<file path="config.mk">
export PLATFORM = sky130hd
export DESIGN_NAME = sahi_core
export DESIGN_NICKNAME = d
export VERILOG_FILES = /design/src/hw/sahi_pkg.sv /design/src/hw/sahi_fifo.sv /design/src/hw/sahi_core.sv
export VERILOG_INCLUDE_DIRS = /design/src /design/src/hw
export SDC_FILE = /design/constraint.sdc
export NUM_CORES = 1
export LEC_CHECK = 0
export BUFFER_PORTS_ARGS = -buffer_cell sky130_fd_sc_hd__buf_2
export CORE_AREA = 2 2 129 131
export DETAILED_ROUTE_END_ITERATION = 7
export DIE_AREA = 0 0 131 133
export PLACE_DENSITY_LB_ADDON = 0.12
export SLEW_MARGIN = 20
export SYNTH_ARGS = -nofsm -noshare
export SYNTH_HDL_FRONTEND = slang
export SYNTH_SLANG_ARGS = --single-unit
export TNS_END_PERCENT = 30
</file>
<file path="constraint.sdc">
create_clock -name core_clk -period 4.1 [get_ports core_clk]
set_input_delay 0.41 -clock core_clk [delete_from_list [all_inputs] [get_ports core_clk]]
set_output_delay 0.41 -clock core_clk [all_outputs]
set_load 0.1 [all_outputs]
</file>
<file path="src/hw/sahi_params.svh">
// constants of the sar adc parallel host interface
`ifndef SAHI_PARAMS_SVH
`define SAHI_PARAMS_SVH

`define SAHI_RES_W          12
`define SAHI_MSB_IDX        4'hb
`define SAHI_CLK_MHZ        50
// one bit decision step, and the sample hand-over step
`define SAHI_BIT_STEP_NS    500
`define SAHI_BIT_STEP_CYC   ((`SAHI_BIT_STEP_NS * `SAHI_CLK_MHZ) / 1000)
`define SAHI_CNT_W          5
// reference settling after sleep release, in microseconds
`define SAHI_REF_SETTLE_US  4200
`define SAHI_REF_SETTLE_CYC (`SAHI_REF_SETTLE_US * `SAHI_CLK_MHZ)
`define SAHI_REF_CNT_W      18
`define SAHI_FIFO_DEPTH     8

`endif

</file>
<file path="src/hw/sahi_pkg.sv">
// types of the sar adc parallel host interface
`include "sahi_params.svh"
`default_nettype none
package sahi_pkg;
    typedef enum logic [1:0] {
        ST_IDLE   = 2'b00,
        ST_SAMPLE = 2'b01,
        ST_DECIDE = 2'b10,
        ST_STORE  = 2'b11
    } sahi_state_t;

    // host strobes, all active low except the byte select
    typedef struct packed {
        logic cs_n;
        logic conv_start_n;
        logic rd_n;
        logic upper_byte_select;
    } sahi_host_t;

    // static mode and power pins
    typedef struct packed {
        logic sleep_n;
        logic nap_n;
        logic byte_mode;
        logic bipolar;
    } sahi_mode_t;

    typedef logic [`SAHI_RES_W-1:0] sahi_word_t;
endpackage : sahi_pkg
`default_nettype wire

</file>
<file path="src/hw/sahi_fifo.sv">
// result queue between the converter and the output latches
`default_nettype none
module sahi_fifo #(
    parameter int WIDTH = 12,
    parameter int DEPTH = 8
) (
    // clock and reset
    input  wire logic             core_clk,
    input  wire logic             rst_b,
    input  wire logic             clk_en,
    // fill side
    input  wire logic             in_valid,
    output logic                  in_ready,
    input  wire logic [WIDTH-1:0] in_word,
    // drain side
    output logic                  out_valid,
    input  wire logic             out_ready,
    output logic      [WIDTH-1:0] out_word
);
    localparam int AW = $clog2(DEPTH);

    logic [WIDTH-1:0] mem_q [DEPTH];
    logic [AW:0]      wr_q;
    logic [AW:0]      rd_q;

    wire do_push = in_valid & in_ready;
    wire do_pop  = out_valid & out_ready;

    assign in_ready  = (wr_q[AW-1:0] != rd_q[AW-1:0]) | (wr_q[AW] == rd_q[AW]);
    assign out_valid = (wr_q != rd_q);
    assign out_word  = mem_q[rd_q[AW-1:0]];

    always_ff @(posedge core_clk) begin
        if (!rst_b) begin
            wr_q <= '0;
            rd_q <= '0;
        end else if (clk_en) begin
            if (do_push) wr_q <= wr_q + 1'b1;
            if (do_pop)  rd_q <= rd_q + 1'b1;
        end
    end

    always_ff @(posedge core_clk) begin
        if (clk_en && do_push) mem_q[wr_q[AW-1:0]] <= in_word;
    end
endmodule : sahi_fifo
`default_nettype wire

</file>
<file path="src/hw/sahi_core.sv">
// control, successive approximation sequencer and parallel read port
`include "sahi_params.svh"
`default_nettype none
module sahi_core
    import sahi_pkg::*;
#(
    parameter int REF_SETTLE_CYCLES = `SAHI_REF_SETTLE_CYC
) (
    // clock, reset, freeze
    input  wire logic        core_clk,
    input  wire logic        rst_b,
    input  wire logic        clk_en,
    // host strobes and mode pins
    input  wire sahi_host_t  host,
    input  wire sahi_mode_t  mode,
    // comparator: dac trial level above the held input
    input  wire logic        dac_above,
    // analog side controls
    output logic             sample_hold,
    output sahi_word_t       dac_code,
    output logic             conv_power_on,
    output logic             ref_power_on,
    // status pins
    output logic             busy_n,
    output logic             reference_ready,
    // three-state data bus, enable low while driving
    output sahi_word_t       data_out,
    output sahi_word_t       data_oe_n
);
    localparam int STEP_LAST = `SAHI_BIT_STEP_CYC - 1;

    // =========================================================
    // output coding
    // =========================================================
    // the sar yields offset binary in bipolar operation
    function automatic sahi_word_t code_result(input sahi_word_t sar,
                                               input logic byte_mode,
                                               input logic bipolar);
        sahi_word_t w;
        w = sar;
        if (bipolar && !byte_mode) w[`SAHI_RES_W-1] = ~sar[`SAHI_RES_W-1];
        return w;
    endfunction : code_result

    function automatic sahi_word_t bit_mask(input logic [3:0] idx);
        return sahi_word_t'(1) << idx;
    endfunction : bit_mask

    // =========================================================
    // state
    // =========================================================
    sahi_state_t                 state_q;
    logic [`SAHI_CNT_W-1:0]      cnt_q;
    logic [3:0]                  bit_idx_q;
    sahi_word_t                  sar_q;
    logic                        start_prev_q;
    logic                        rd_prev_q;
    logic                        busy_n_q;
    logic                        hold_q;
    logic [`SAHI_REF_CNT_W-1:0]  ref_cnt_q;
    logic                        ref_ready_q;
    logic                        conv_pwr_q;
    logic                        ref_pwr_q;
    sahi_word_t                  latch_q;
    logic                        latch_full_q;
    sahi_word_t                  data_q;
    sahi_word_t                  oe_n_q;

    logic                        fifo_in_ready;
    logic                        fifo_out_valid;
    sahi_word_t                  fifo_out_word;

    // =========================================================
    // decode
    // =========================================================
    wire selected    = ~host.cs_n;
    wire start_fall  = start_prev_q & ~host.conv_start_n & selected;
    wire napping     = mode.byte_mode & ~mode.nap_n;
    wire can_start   = ref_ready_q & mode.sleep_n & ~napping & fifo_in_ready;
    wire start_take  = start_fall & can_start & (state_q == ST_IDLE);
    wire step_end    = (cnt_q == `SAHI_CNT_W'(STEP_LAST));
    wire last_bit    = (bit_idx_q == 4'h0);
    wire [3:0] next_idx = bit_idx_q - 4'h1;
    wire read_active = ~host.rd_n & selected;
    wire read_end    = ~rd_prev_q & host.rd_n & selected;
    wire consume     = read_end & (~mode.byte_mode | host.upper_byte_select);
    wire fifo_pop    = fifo_out_valid & (~latch_full_q | consume);
    wire store_push  = (state_q == ST_STORE);
    wire sahi_word_t store_word = code_result(sar_q, mode.byte_mode, mode.bipolar);

    // keep or drop the bit under test, then raise the next trial bit
    wire sahi_word_t sar_kept = dac_above ? (sar_q & ~bit_mask(bit_idx_q)) : sar_q;
    wire sahi_word_t sar_next = last_bit ? sar_kept : (sar_kept | bit_mask(next_idx));

    // byte lane selection on the read port
    wire sahi_word_t byte_word = host.upper_byte_select
                               ? {8'h00, latch_q[11:8]}
                               : {4'h0, latch_q[7:0]};
    wire sahi_word_t read_word = mode.byte_mode ? byte_word : latch_q;
    wire sahi_word_t oe_n_next = {{4{~read_active | mode.byte_mode}},
                                  {8{~read_active}}};

    // =========================================================
    // conversion sequencer
    // =========================================================
    always_ff @(posedge core_clk) begin
        if (!rst_b) begin
            state_q   <= ST_IDLE;
            cnt_q     <= '0;
            bit_idx_q <= 4'h0;
            sar_q     <= '0;
            busy_n_q  <= 1'b1;
            hold_q    <= 1'b0;
        end else if (clk_en) begin
            cnt_q <= step_end ? '0 : cnt_q + 1'b1;
            if (!mode.sleep_n) begin
                state_q  <= ST_IDLE;
                busy_n_q <= 1'b1;
                hold_q   <= 1'b0;
            end else begin
                unique case (state_q)
                    ST_IDLE: begin
                        if (start_take) begin
                            state_q  <= ST_SAMPLE;
                            sar_q    <= '0;
                            cnt_q    <= '0;
                            busy_n_q <= 1'b0;
                            hold_q   <= 1'b1;
                        end
                    end
                    ST_SAMPLE: begin
                        if (step_end) begin
                            state_q   <= ST_DECIDE;
                            bit_idx_q <= `SAHI_MSB_IDX;
                            sar_q     <= bit_mask(`SAHI_MSB_IDX);
                        end
                    end
                    ST_DECIDE: begin
                        if (step_end) begin
                            sar_q     <= sar_next;
                            bit_idx_q <= next_idx;
                            if (last_bit) state_q <= ST_STORE;
                        end
                    end
                    ST_STORE: begin
                        // queue space was checked when the start was taken
                        state_q  <= ST_IDLE;
                        busy_n_q <= 1'b1;
                        hold_q   <= 1'b0;
                    end
                endcase
            end
        end
    end

    // =========================================================
    // strobe history
    // =========================================================
    always_ff @(posedge core_clk) begin
        if (!rst_b) begin
            start_prev_q <= 1'b1;
            rd_prev_q    <= 1'b1;
        end else if (clk_en) begin
            start_prev_q <= host.conv_start_n;
            rd_prev_q    <= host.rd_n | host.cs_n;
        end
    end

    // =========================================================
    // power and reference settling
    // =========================================================
    always_ff @(posedge core_clk) begin
        if (!rst_b) begin
            ref_cnt_q   <= '0;
            ref_ready_q <= 1'b0;
            conv_pwr_q  <= 1'b0;
            ref_pwr_q   <= 1'b0;
        end else if (clk_en) begin
            ref_pwr_q  <= mode.sleep_n;
            conv_pwr_q <= mode.sleep_n & ~napping;
            if (!mode.sleep_n) begin
                ref_cnt_q   <= '0;
                ref_ready_q <= 1'b0;
            end else if (!ref_ready_q) begin
                if (ref_cnt_q == `SAHI_REF_CNT_W'(REF_SETTLE_CYCLES - 1))
                    ref_ready_q <= 1'b1;
                else
                    ref_cnt_q <= ref_cnt_q + 1'b1;
            end
        end
    end

    // =========================================================
    // result queue and output latches
    // =========================================================
    sahi_fifo #(
        .WIDTH (`SAHI_RES_W),
        .DEPTH (`SAHI_FIFO_DEPTH)
    ) u_fifo (
        .core_clk  (core_clk),
        .rst_b     (rst_b),
        .clk_en    (clk_en),
        .in_valid  (store_push),
        .in_ready  (fifo_in_ready),
        .in_word   (store_word),
        .out_valid (fifo_out_valid),
        .out_ready (~latch_full_q | consume),
        .out_word  (fifo_out_word)
    );

    always_ff @(posedge core_clk) begin
        if (!rst_b) begin
            latch_q      <= '0;
            latch_full_q <= 1'b0;
        end else if (clk_en) begin
            if (fifo_pop) begin
                latch_q      <= fifo_out_word;
                latch_full_q <= 1'b1;
            end else if (consume) begin
                latch_full_q <= 1'b0;
            end
        end
    end

    always_ff @(posedge core_clk) begin
        if (!rst_b) begin
            data_q <= '0;
            oe_n_q <= '1;
        end else if (clk_en) begin
            data_q <= read_word;
            oe_n_q <= oe_n_next;
        end
    end

    assign busy_n          = busy_n_q;
    assign reference_ready = ref_ready_q;
    assign sample_hold     = hold_q;
    assign dac_code        = sar_q;
    assign conv_power_on   = conv_pwr_q;
    assign ref_power_on    = ref_pwr_q;
    assign data_out        = data_q;
    assign data_oe_n       = oe_n_q;
endmodule : sahi_core
`default_nettype wire

</file>
# Word level (Yosys, flattened, before mapping)
# Memories as Yosys holds them, arrays and structs flattened. A register that Yosys moved wholly into a read port is not among the register bits.
# Cells that the tools add are included.
dict set report op_classes {
  add_sub_neg 5
  n_eq_ne 18
  shifts 2
  mux 38
  bitwise_logic 33
  n_reduce_logical 17
}
# cell n
set ops {}
lappend ops {{12-bit 2-to-1 mux} 6}
lappend ops {{18-bit 2-to-1 mux} 3}
lappend ops {{12-bit one-hot mux with 3 select lines} 1}
lappend ops {{1-bit by 4-bit left shift with 12-bit output, first input constant} 2}
lappend ops {{5-bit 2-to-1 mux} 4}
lappend ops {{18-bit by 1-bit adder with 18-bit output, second input constant} 1}
lappend ops {{18-bit == test, second input constant} 1}
lappend ops {{1-bit bitwise AND} 15}
lappend ops {{12-bit bitwise AND} 1}
lappend ops {{1-bit 2-to-1 mux} 12}
lappend ops {{3-bit != test, second input constant} 4}
lappend ops {{12-bit NOT} 1}
lappend ops {{12-bit OR} 1}
lappend ops {{2-bit 2-to-1 mux} 5}
lappend ops {{2-bit != test, second input constant} 5}
lappend ops {{1-bit NOT} 10}
lappend ops {{5-bit AND reduction} 2}
lappend ops {{4-bit by 1-bit adder with 4-bit output, second input constant} 2}
lappend ops {{4-bit 2-to-1 mux} 2}
lappend ops {{8-bit 2-to-1 mux} 1}
lappend ops {{2-bit one-hot mux with 4 select lines} 1}
lappend ops {{4-bit one-hot mux with 2 select lines} 1}
lappend ops {{2-bit AND reduction} 3}
lappend ops {{3-bit AND reduction} 2}
lappend ops {{18 further kinds} 27}
dict set report word_totals {
  reg_bits 78
  mem_bits_rw 96
  in_bits 12
  output_inout_bits 41
  n_memories 1
}
# name depth width read_ports rd_clocked_by_memory_dff write_ports line
set mem_list {}
lappend mem_list {u_fifo.mem_q 8 12 1 1 1 sahi_fifo.sv:22} ;# logic [WIDTH-1:0] mem_q [DEPTH];

# Logic depth before layout (Yosys ltp)
dict set report depth {
  ltp_word 10
  depth_mapped 8
  depth_no_buf 7
}

# Modules after synthesis
# From an unflattened synthesis, not the netlist that was laid out.
dict set report hier_totals {
  cells_unflattened 683
  hier_area_um2 8051.5
}
# module instances cells_per_inst area_per_inst_um2 seq_area_each_um2
set by_module_without_submodules {}
lappend by_module_without_submodules {sahi_fifo 1 216 4210.3 3103.0}
lappend by_module_without_submodules {sahi_core 1 467 3841.2 1481.4}

# Worst setup path after synthesis
# Ideal clock, no wire load.
dict set report synth_path {
  kind {reg-to-reg}
  start {reg u_fifo.wr_q[0]}
  end {mem u_fifo.mem_q[4][0] (enable)}
  setup_time_ps 396
  arrival_time_ps 2090
  t_required_ps 3704
  slack_ps 1613
  path_stages_with_launch 6
  synth_period_minus_slack_ps 2487
  path_cell_list {dfxtp_1 -> buf_2 -> xnor2_1 -> a41oi_1 -> nand2_1 -> nor3_1}
}
dict set report synth_via {
  elab_chain_len 6
}
# item line
set synth_rtl {}
lappend synth_rtl {{start, declared} sahi_fifo.sv:23} ;# logic [AW:0] wr_q;
lappend synth_rtl {{start signal, assigned} sahi_fifo.sv:38} ;# if (do_push) wr_q <= wr_q + 1'b1;
lappend synth_rtl {{3-bit != test} sahi_fifo.sv:29} ;# assign in_ready = (wr_q[AW-1:0] != rd_q[AW-1:0]) | (wr_q[AW] == rd_q[AW]);
lappend synth_rtl {{1-bit OR} sahi_fifo.sv:29}
lappend synth_rtl {{1-bit bitwise AND} sahi_fifo.sv:26} ;# wire do_push = in_valid & in_ready;
lappend synth_rtl {{1-bit logical AND} sahi_fifo.sv:44} ;# if (clk_en && do_push) mem_q[wr_q[AW-1:0]] <= in_word;
lappend synth_rtl {{1-bit 2-to-1 mux} sahi_fifo.sv:44}
lappend synth_rtl {{1-bit 2-to-1 mux (not written as such)} sahi_fifo.sv:44}
lappend synth_rtl {{end, declared} sahi_fifo.sv:22}
# Parallel ways exist; a longest one is shown, timed or not.

# Worst setup path after layout
dict set report layout_path {
  start {reg state_q[0]}
  end {mem u_fifo.mem_q[0][5] (enable)}
}
dict set report layout_via {
  elab_chain_len 5
}
# item line
set layout_rtl {}
lappend layout_rtl {{start, declared} sahi_core.sv:52} ;# sahi_state_t state_q;
lappend layout_rtl {{start signal, assigned} sahi_core.sv:108} ;# state_q <= ST_IDLE;
lappend layout_rtl {{start signal, assigned} sahi_core.sv:117} ;# state_q <= ST_IDLE;
lappend layout_rtl {{start signal, assigned} sahi_core.sv:124} ;# state_q <= ST_SAMPLE;
lappend layout_rtl {{2-bit == test} sahi_core.sv:88} ;# wire store_push = (state_q == ST_STORE);
lappend layout_rtl {{1-bit bitwise AND} sahi_fifo.sv:26}
lappend layout_rtl {{1-bit logical AND} sahi_fifo.sv:44}
lappend layout_rtl {{1-bit 2-to-1 mux} sahi_fifo.sv:44}
lappend layout_rtl {{1-bit 2-to-1 mux (not written as such)} sahi_fifo.sv:44}
# No other way between the ends.

==> reports/metrics.cfg <==
[cts]
cts_tree=built
cts_buffers=17
ctsHoldBuffers=0
cts_sinks=178
cts_setup_buffers=0
clockBufferDepth=2
htreeDepth=4
cts.clk_slew.worst_paths_ns=0.07
clock_latency_ns=0.43
cts_root_buffer=clkbuf_16
cts.repair.resized=0

[grt]
gr-total-overflow=0
grt_max_degree=46
grt_pass1_vias=4864
grt_usage_pct=20.0
grt_pass1_wl_mm=26.3
grt_antenna_before_repair=0

[finish]
nNetsFinal=715
multi_input_area_sq_um=3000
area_delta_synth_final_pct=11.3
finalInstanceArea_sq_um=8820
drive_above_1_share_pct=20.3
antennaDiodeCount=0
final_common_cell=edfxtp_1
regArea_sq_um=4530
layout_common_cells=edfxtp_1, dfxtp_1, nor2_1
stdcell_count=920
fillers=1352

[drt]
wire_per_inst_microns=17.8
vias=5150
drtIter0Drc=479
remaining_drc_errors=0
ant_nets=0
routed_wl_mm=16.4
dr.pass1.iters=7
vias_per_cell=5.60

[pwr]
power_density_nw_per_um2=413
power.leakage_uw=0.00298
peakVddDrop_mv=0.322
power_uw=3650

[timing]
finalCriticalPeriod_ns=2.55
relSlewSlack_pct=33.0
fmax_mhz=392
worstMarginPinSlew_ns=0.999
fin_setup_tns_ns=0
drv_slew=0
setup-violations-final=0
hold_viol_final=0
min_period_over_period_pct=62.3
hold_slack_ns=0.218
fin_skew_ns=0.00847
rsz0062_at_grt=no

[outcome]
outcome=complete, no violations

[worst_hold_path]
whs_path_depth=3
hold_start=host[2]
min_to=start_prev_q
hold_path_class=in -> reg

[setup_path]
timing.rr.end=u_fifo.mem_q[0][5]
setup.worst_path.class=reg -> reg
reg2reg_depth=5
timing.rr.start=state_q[0]
rrSetupSlack_ns=1.55
worst_setup_path_end_kind=register
cp-start-kind=register
crit_arrival_ns=2.60
cp.required_ns=4.15
crit_fanout=12

[synth]
synth_area_sq_um=7930
ys.flop_type=edfxtp_1
syn_inst=663
synth_cell_type_count=62
synthesis.nets=691
yosys_warnings=0
avgSynthCellArea_sq_um=12.0
async_flop_share_pct=0
synth_edf_count=96
synth-seq-cells=178
yosysSeqAreaShare_pct=57.1

[floorplanning]
die_x_microns=131
die_area_sq_um=17400
start_util_pct=49.0
die_h_microns=133
rows=47
core_sq_um=16200
ios=53

[flow_run]
drv_cap=0

[placement]
hpwl_mm=11.0
placed_area_sq_um=8220
port_buffers=52
dp_cells=888
gp_congestion=0.808

## stage by stage
step,setup WS [ns],util (%)
detailed placement,1.53,50.8
floorplan,1.61,-
global route,1.30,54.6
CTS,1.54,54.6
finish,1.55,54.6
global placement,1.58,50.8
## synthesized netlist by cell type (2+ instances only)
cell type	instances	area, sq um
nand4b_1	2	17.5
xor2_1	13	114
nor2_1	68	255
o21bai_1	3	22.5
o211ai_1	5	37.5
and4_1	2	17.5
nor4b_1	6	52.6
nor2b_1	3	18.8
a211oi_1	14	105
a311oi_1	7	61.3
a31oi_1	15	93.8
nand2b_1	6	37.5
o21ai_0	14	70.1
o211ai_2	7	87.6
and3_1	5	31.3
buf_4	24	180
and2_1	2	12.5
mux4_2	24	541
a311o_1	2	20.0
edfxtp_1	96	2880
a211o_1	2	17.5
buf_2	8	40.0
nand2_1	56	210
mux2i_1	18	180
nand3b_1	4	30.0
a21oi_1	19	95.1
nor3b_1	2	15.0
nor3_1	10	50.1
ha_1	16	200
buf_6	2	22.5
o21ai_1	10	50.1
xnor2_1	10	87.6
dfxtp_1	82	1640
inv_1	16	60.1
nand3_1	25	125
clkbuf_1	24	90.1
a211oi_2	2	25.0
nor4_1	6	37.5
nand4_1	10	62.6
## final cells by class
type	instances	share of cell area, %
flip-flops and latches	178	51.3
multi-input cells	409	34.0
clock buffers	17	4.82
repair buffers	65	4.06
well taps	220	3.12
clock inverters	15	2.03
inverters	16	0.681
## critical path, stage by stage, from the launching register on
cell      delay, ns
dfxtp_1        0.44
ha_1           0.20
nand2_1        0.11
a41oi_1        0.42
nand2b_1       0.21
nor3_2         0.79
## flip-flops by register name, summed over array words and instances (netlist names)
name and cells:
latch_q 12, ref_cnt_q 18, ref_power_on 1, bit_idx_q 4, reference_ready 1, state_q 2
u_fifo.rd_q 4, sample_hold 1, u_fifo.wr_q 4, u_fifo.mem_q 96, start_prev_q 1, conv_power_on 1
latch_full_q 1, cnt_q 5, data_out 12, data_oe_n 2, busy_n 1, dac_code 12
## where the power goes
part | leakage (uW) | internal (uW) | switching [uW]
registers | 0.00154 | 1870 | 7.02
clock network | 0.000295 | 878 | 758
logic | 0.00114 | 26.5 | 109
## cells by family (layout without fill, tap and decap cells)
kind of cell             count (synthesis)  count (layout)  share of synthesized area, %
AND/OR/NAND/NOR                        217             217                          13.6
flip-flops                             178             178                          57.1
AO/OA/AOI/OAI                          110             110                          9.92
buffers and inverters                   76             113                          5.18
multiplexers                            43              43                          9.23
XOR/XNOR                                23              23                          2.54
adder cells (fa/ha/maj)                 16              16                          2.52
## routing by layer
layer / vias up / part of all wire, % / global-route usage [%]
met2: 136 / 48 / 30.9
met3: 17 / 4.6 / 4.08
met1: 2504 / 46 / 27.9
met4: 0 / 1.5 / 7.27
li1: 2493 / - / -
met5: - / 0 / 0
## worst max path at each step
stage	start	to	slack (ns)	cells past startpoint
floorplan	u_fifo.wr_q[0]	u_fifo.mem_q[4][0]	1.61	5
global placement	state_q[0]	u_fifo.mem_q[0][10]	1.58	5
detailed placement	state_q[0]	u_fifo.mem_q[0][6]	1.53	5
CTS	state_q[0]	u_fifo.mem_q[0][5]	1.54	5
global route	state_q[0]	u_fifo.mem_q[0][5]	1.30	5
finish	state_q[0]	u_fifo.mem_q[0][5]	1.55	5
(Power assumes the default switching activity.)
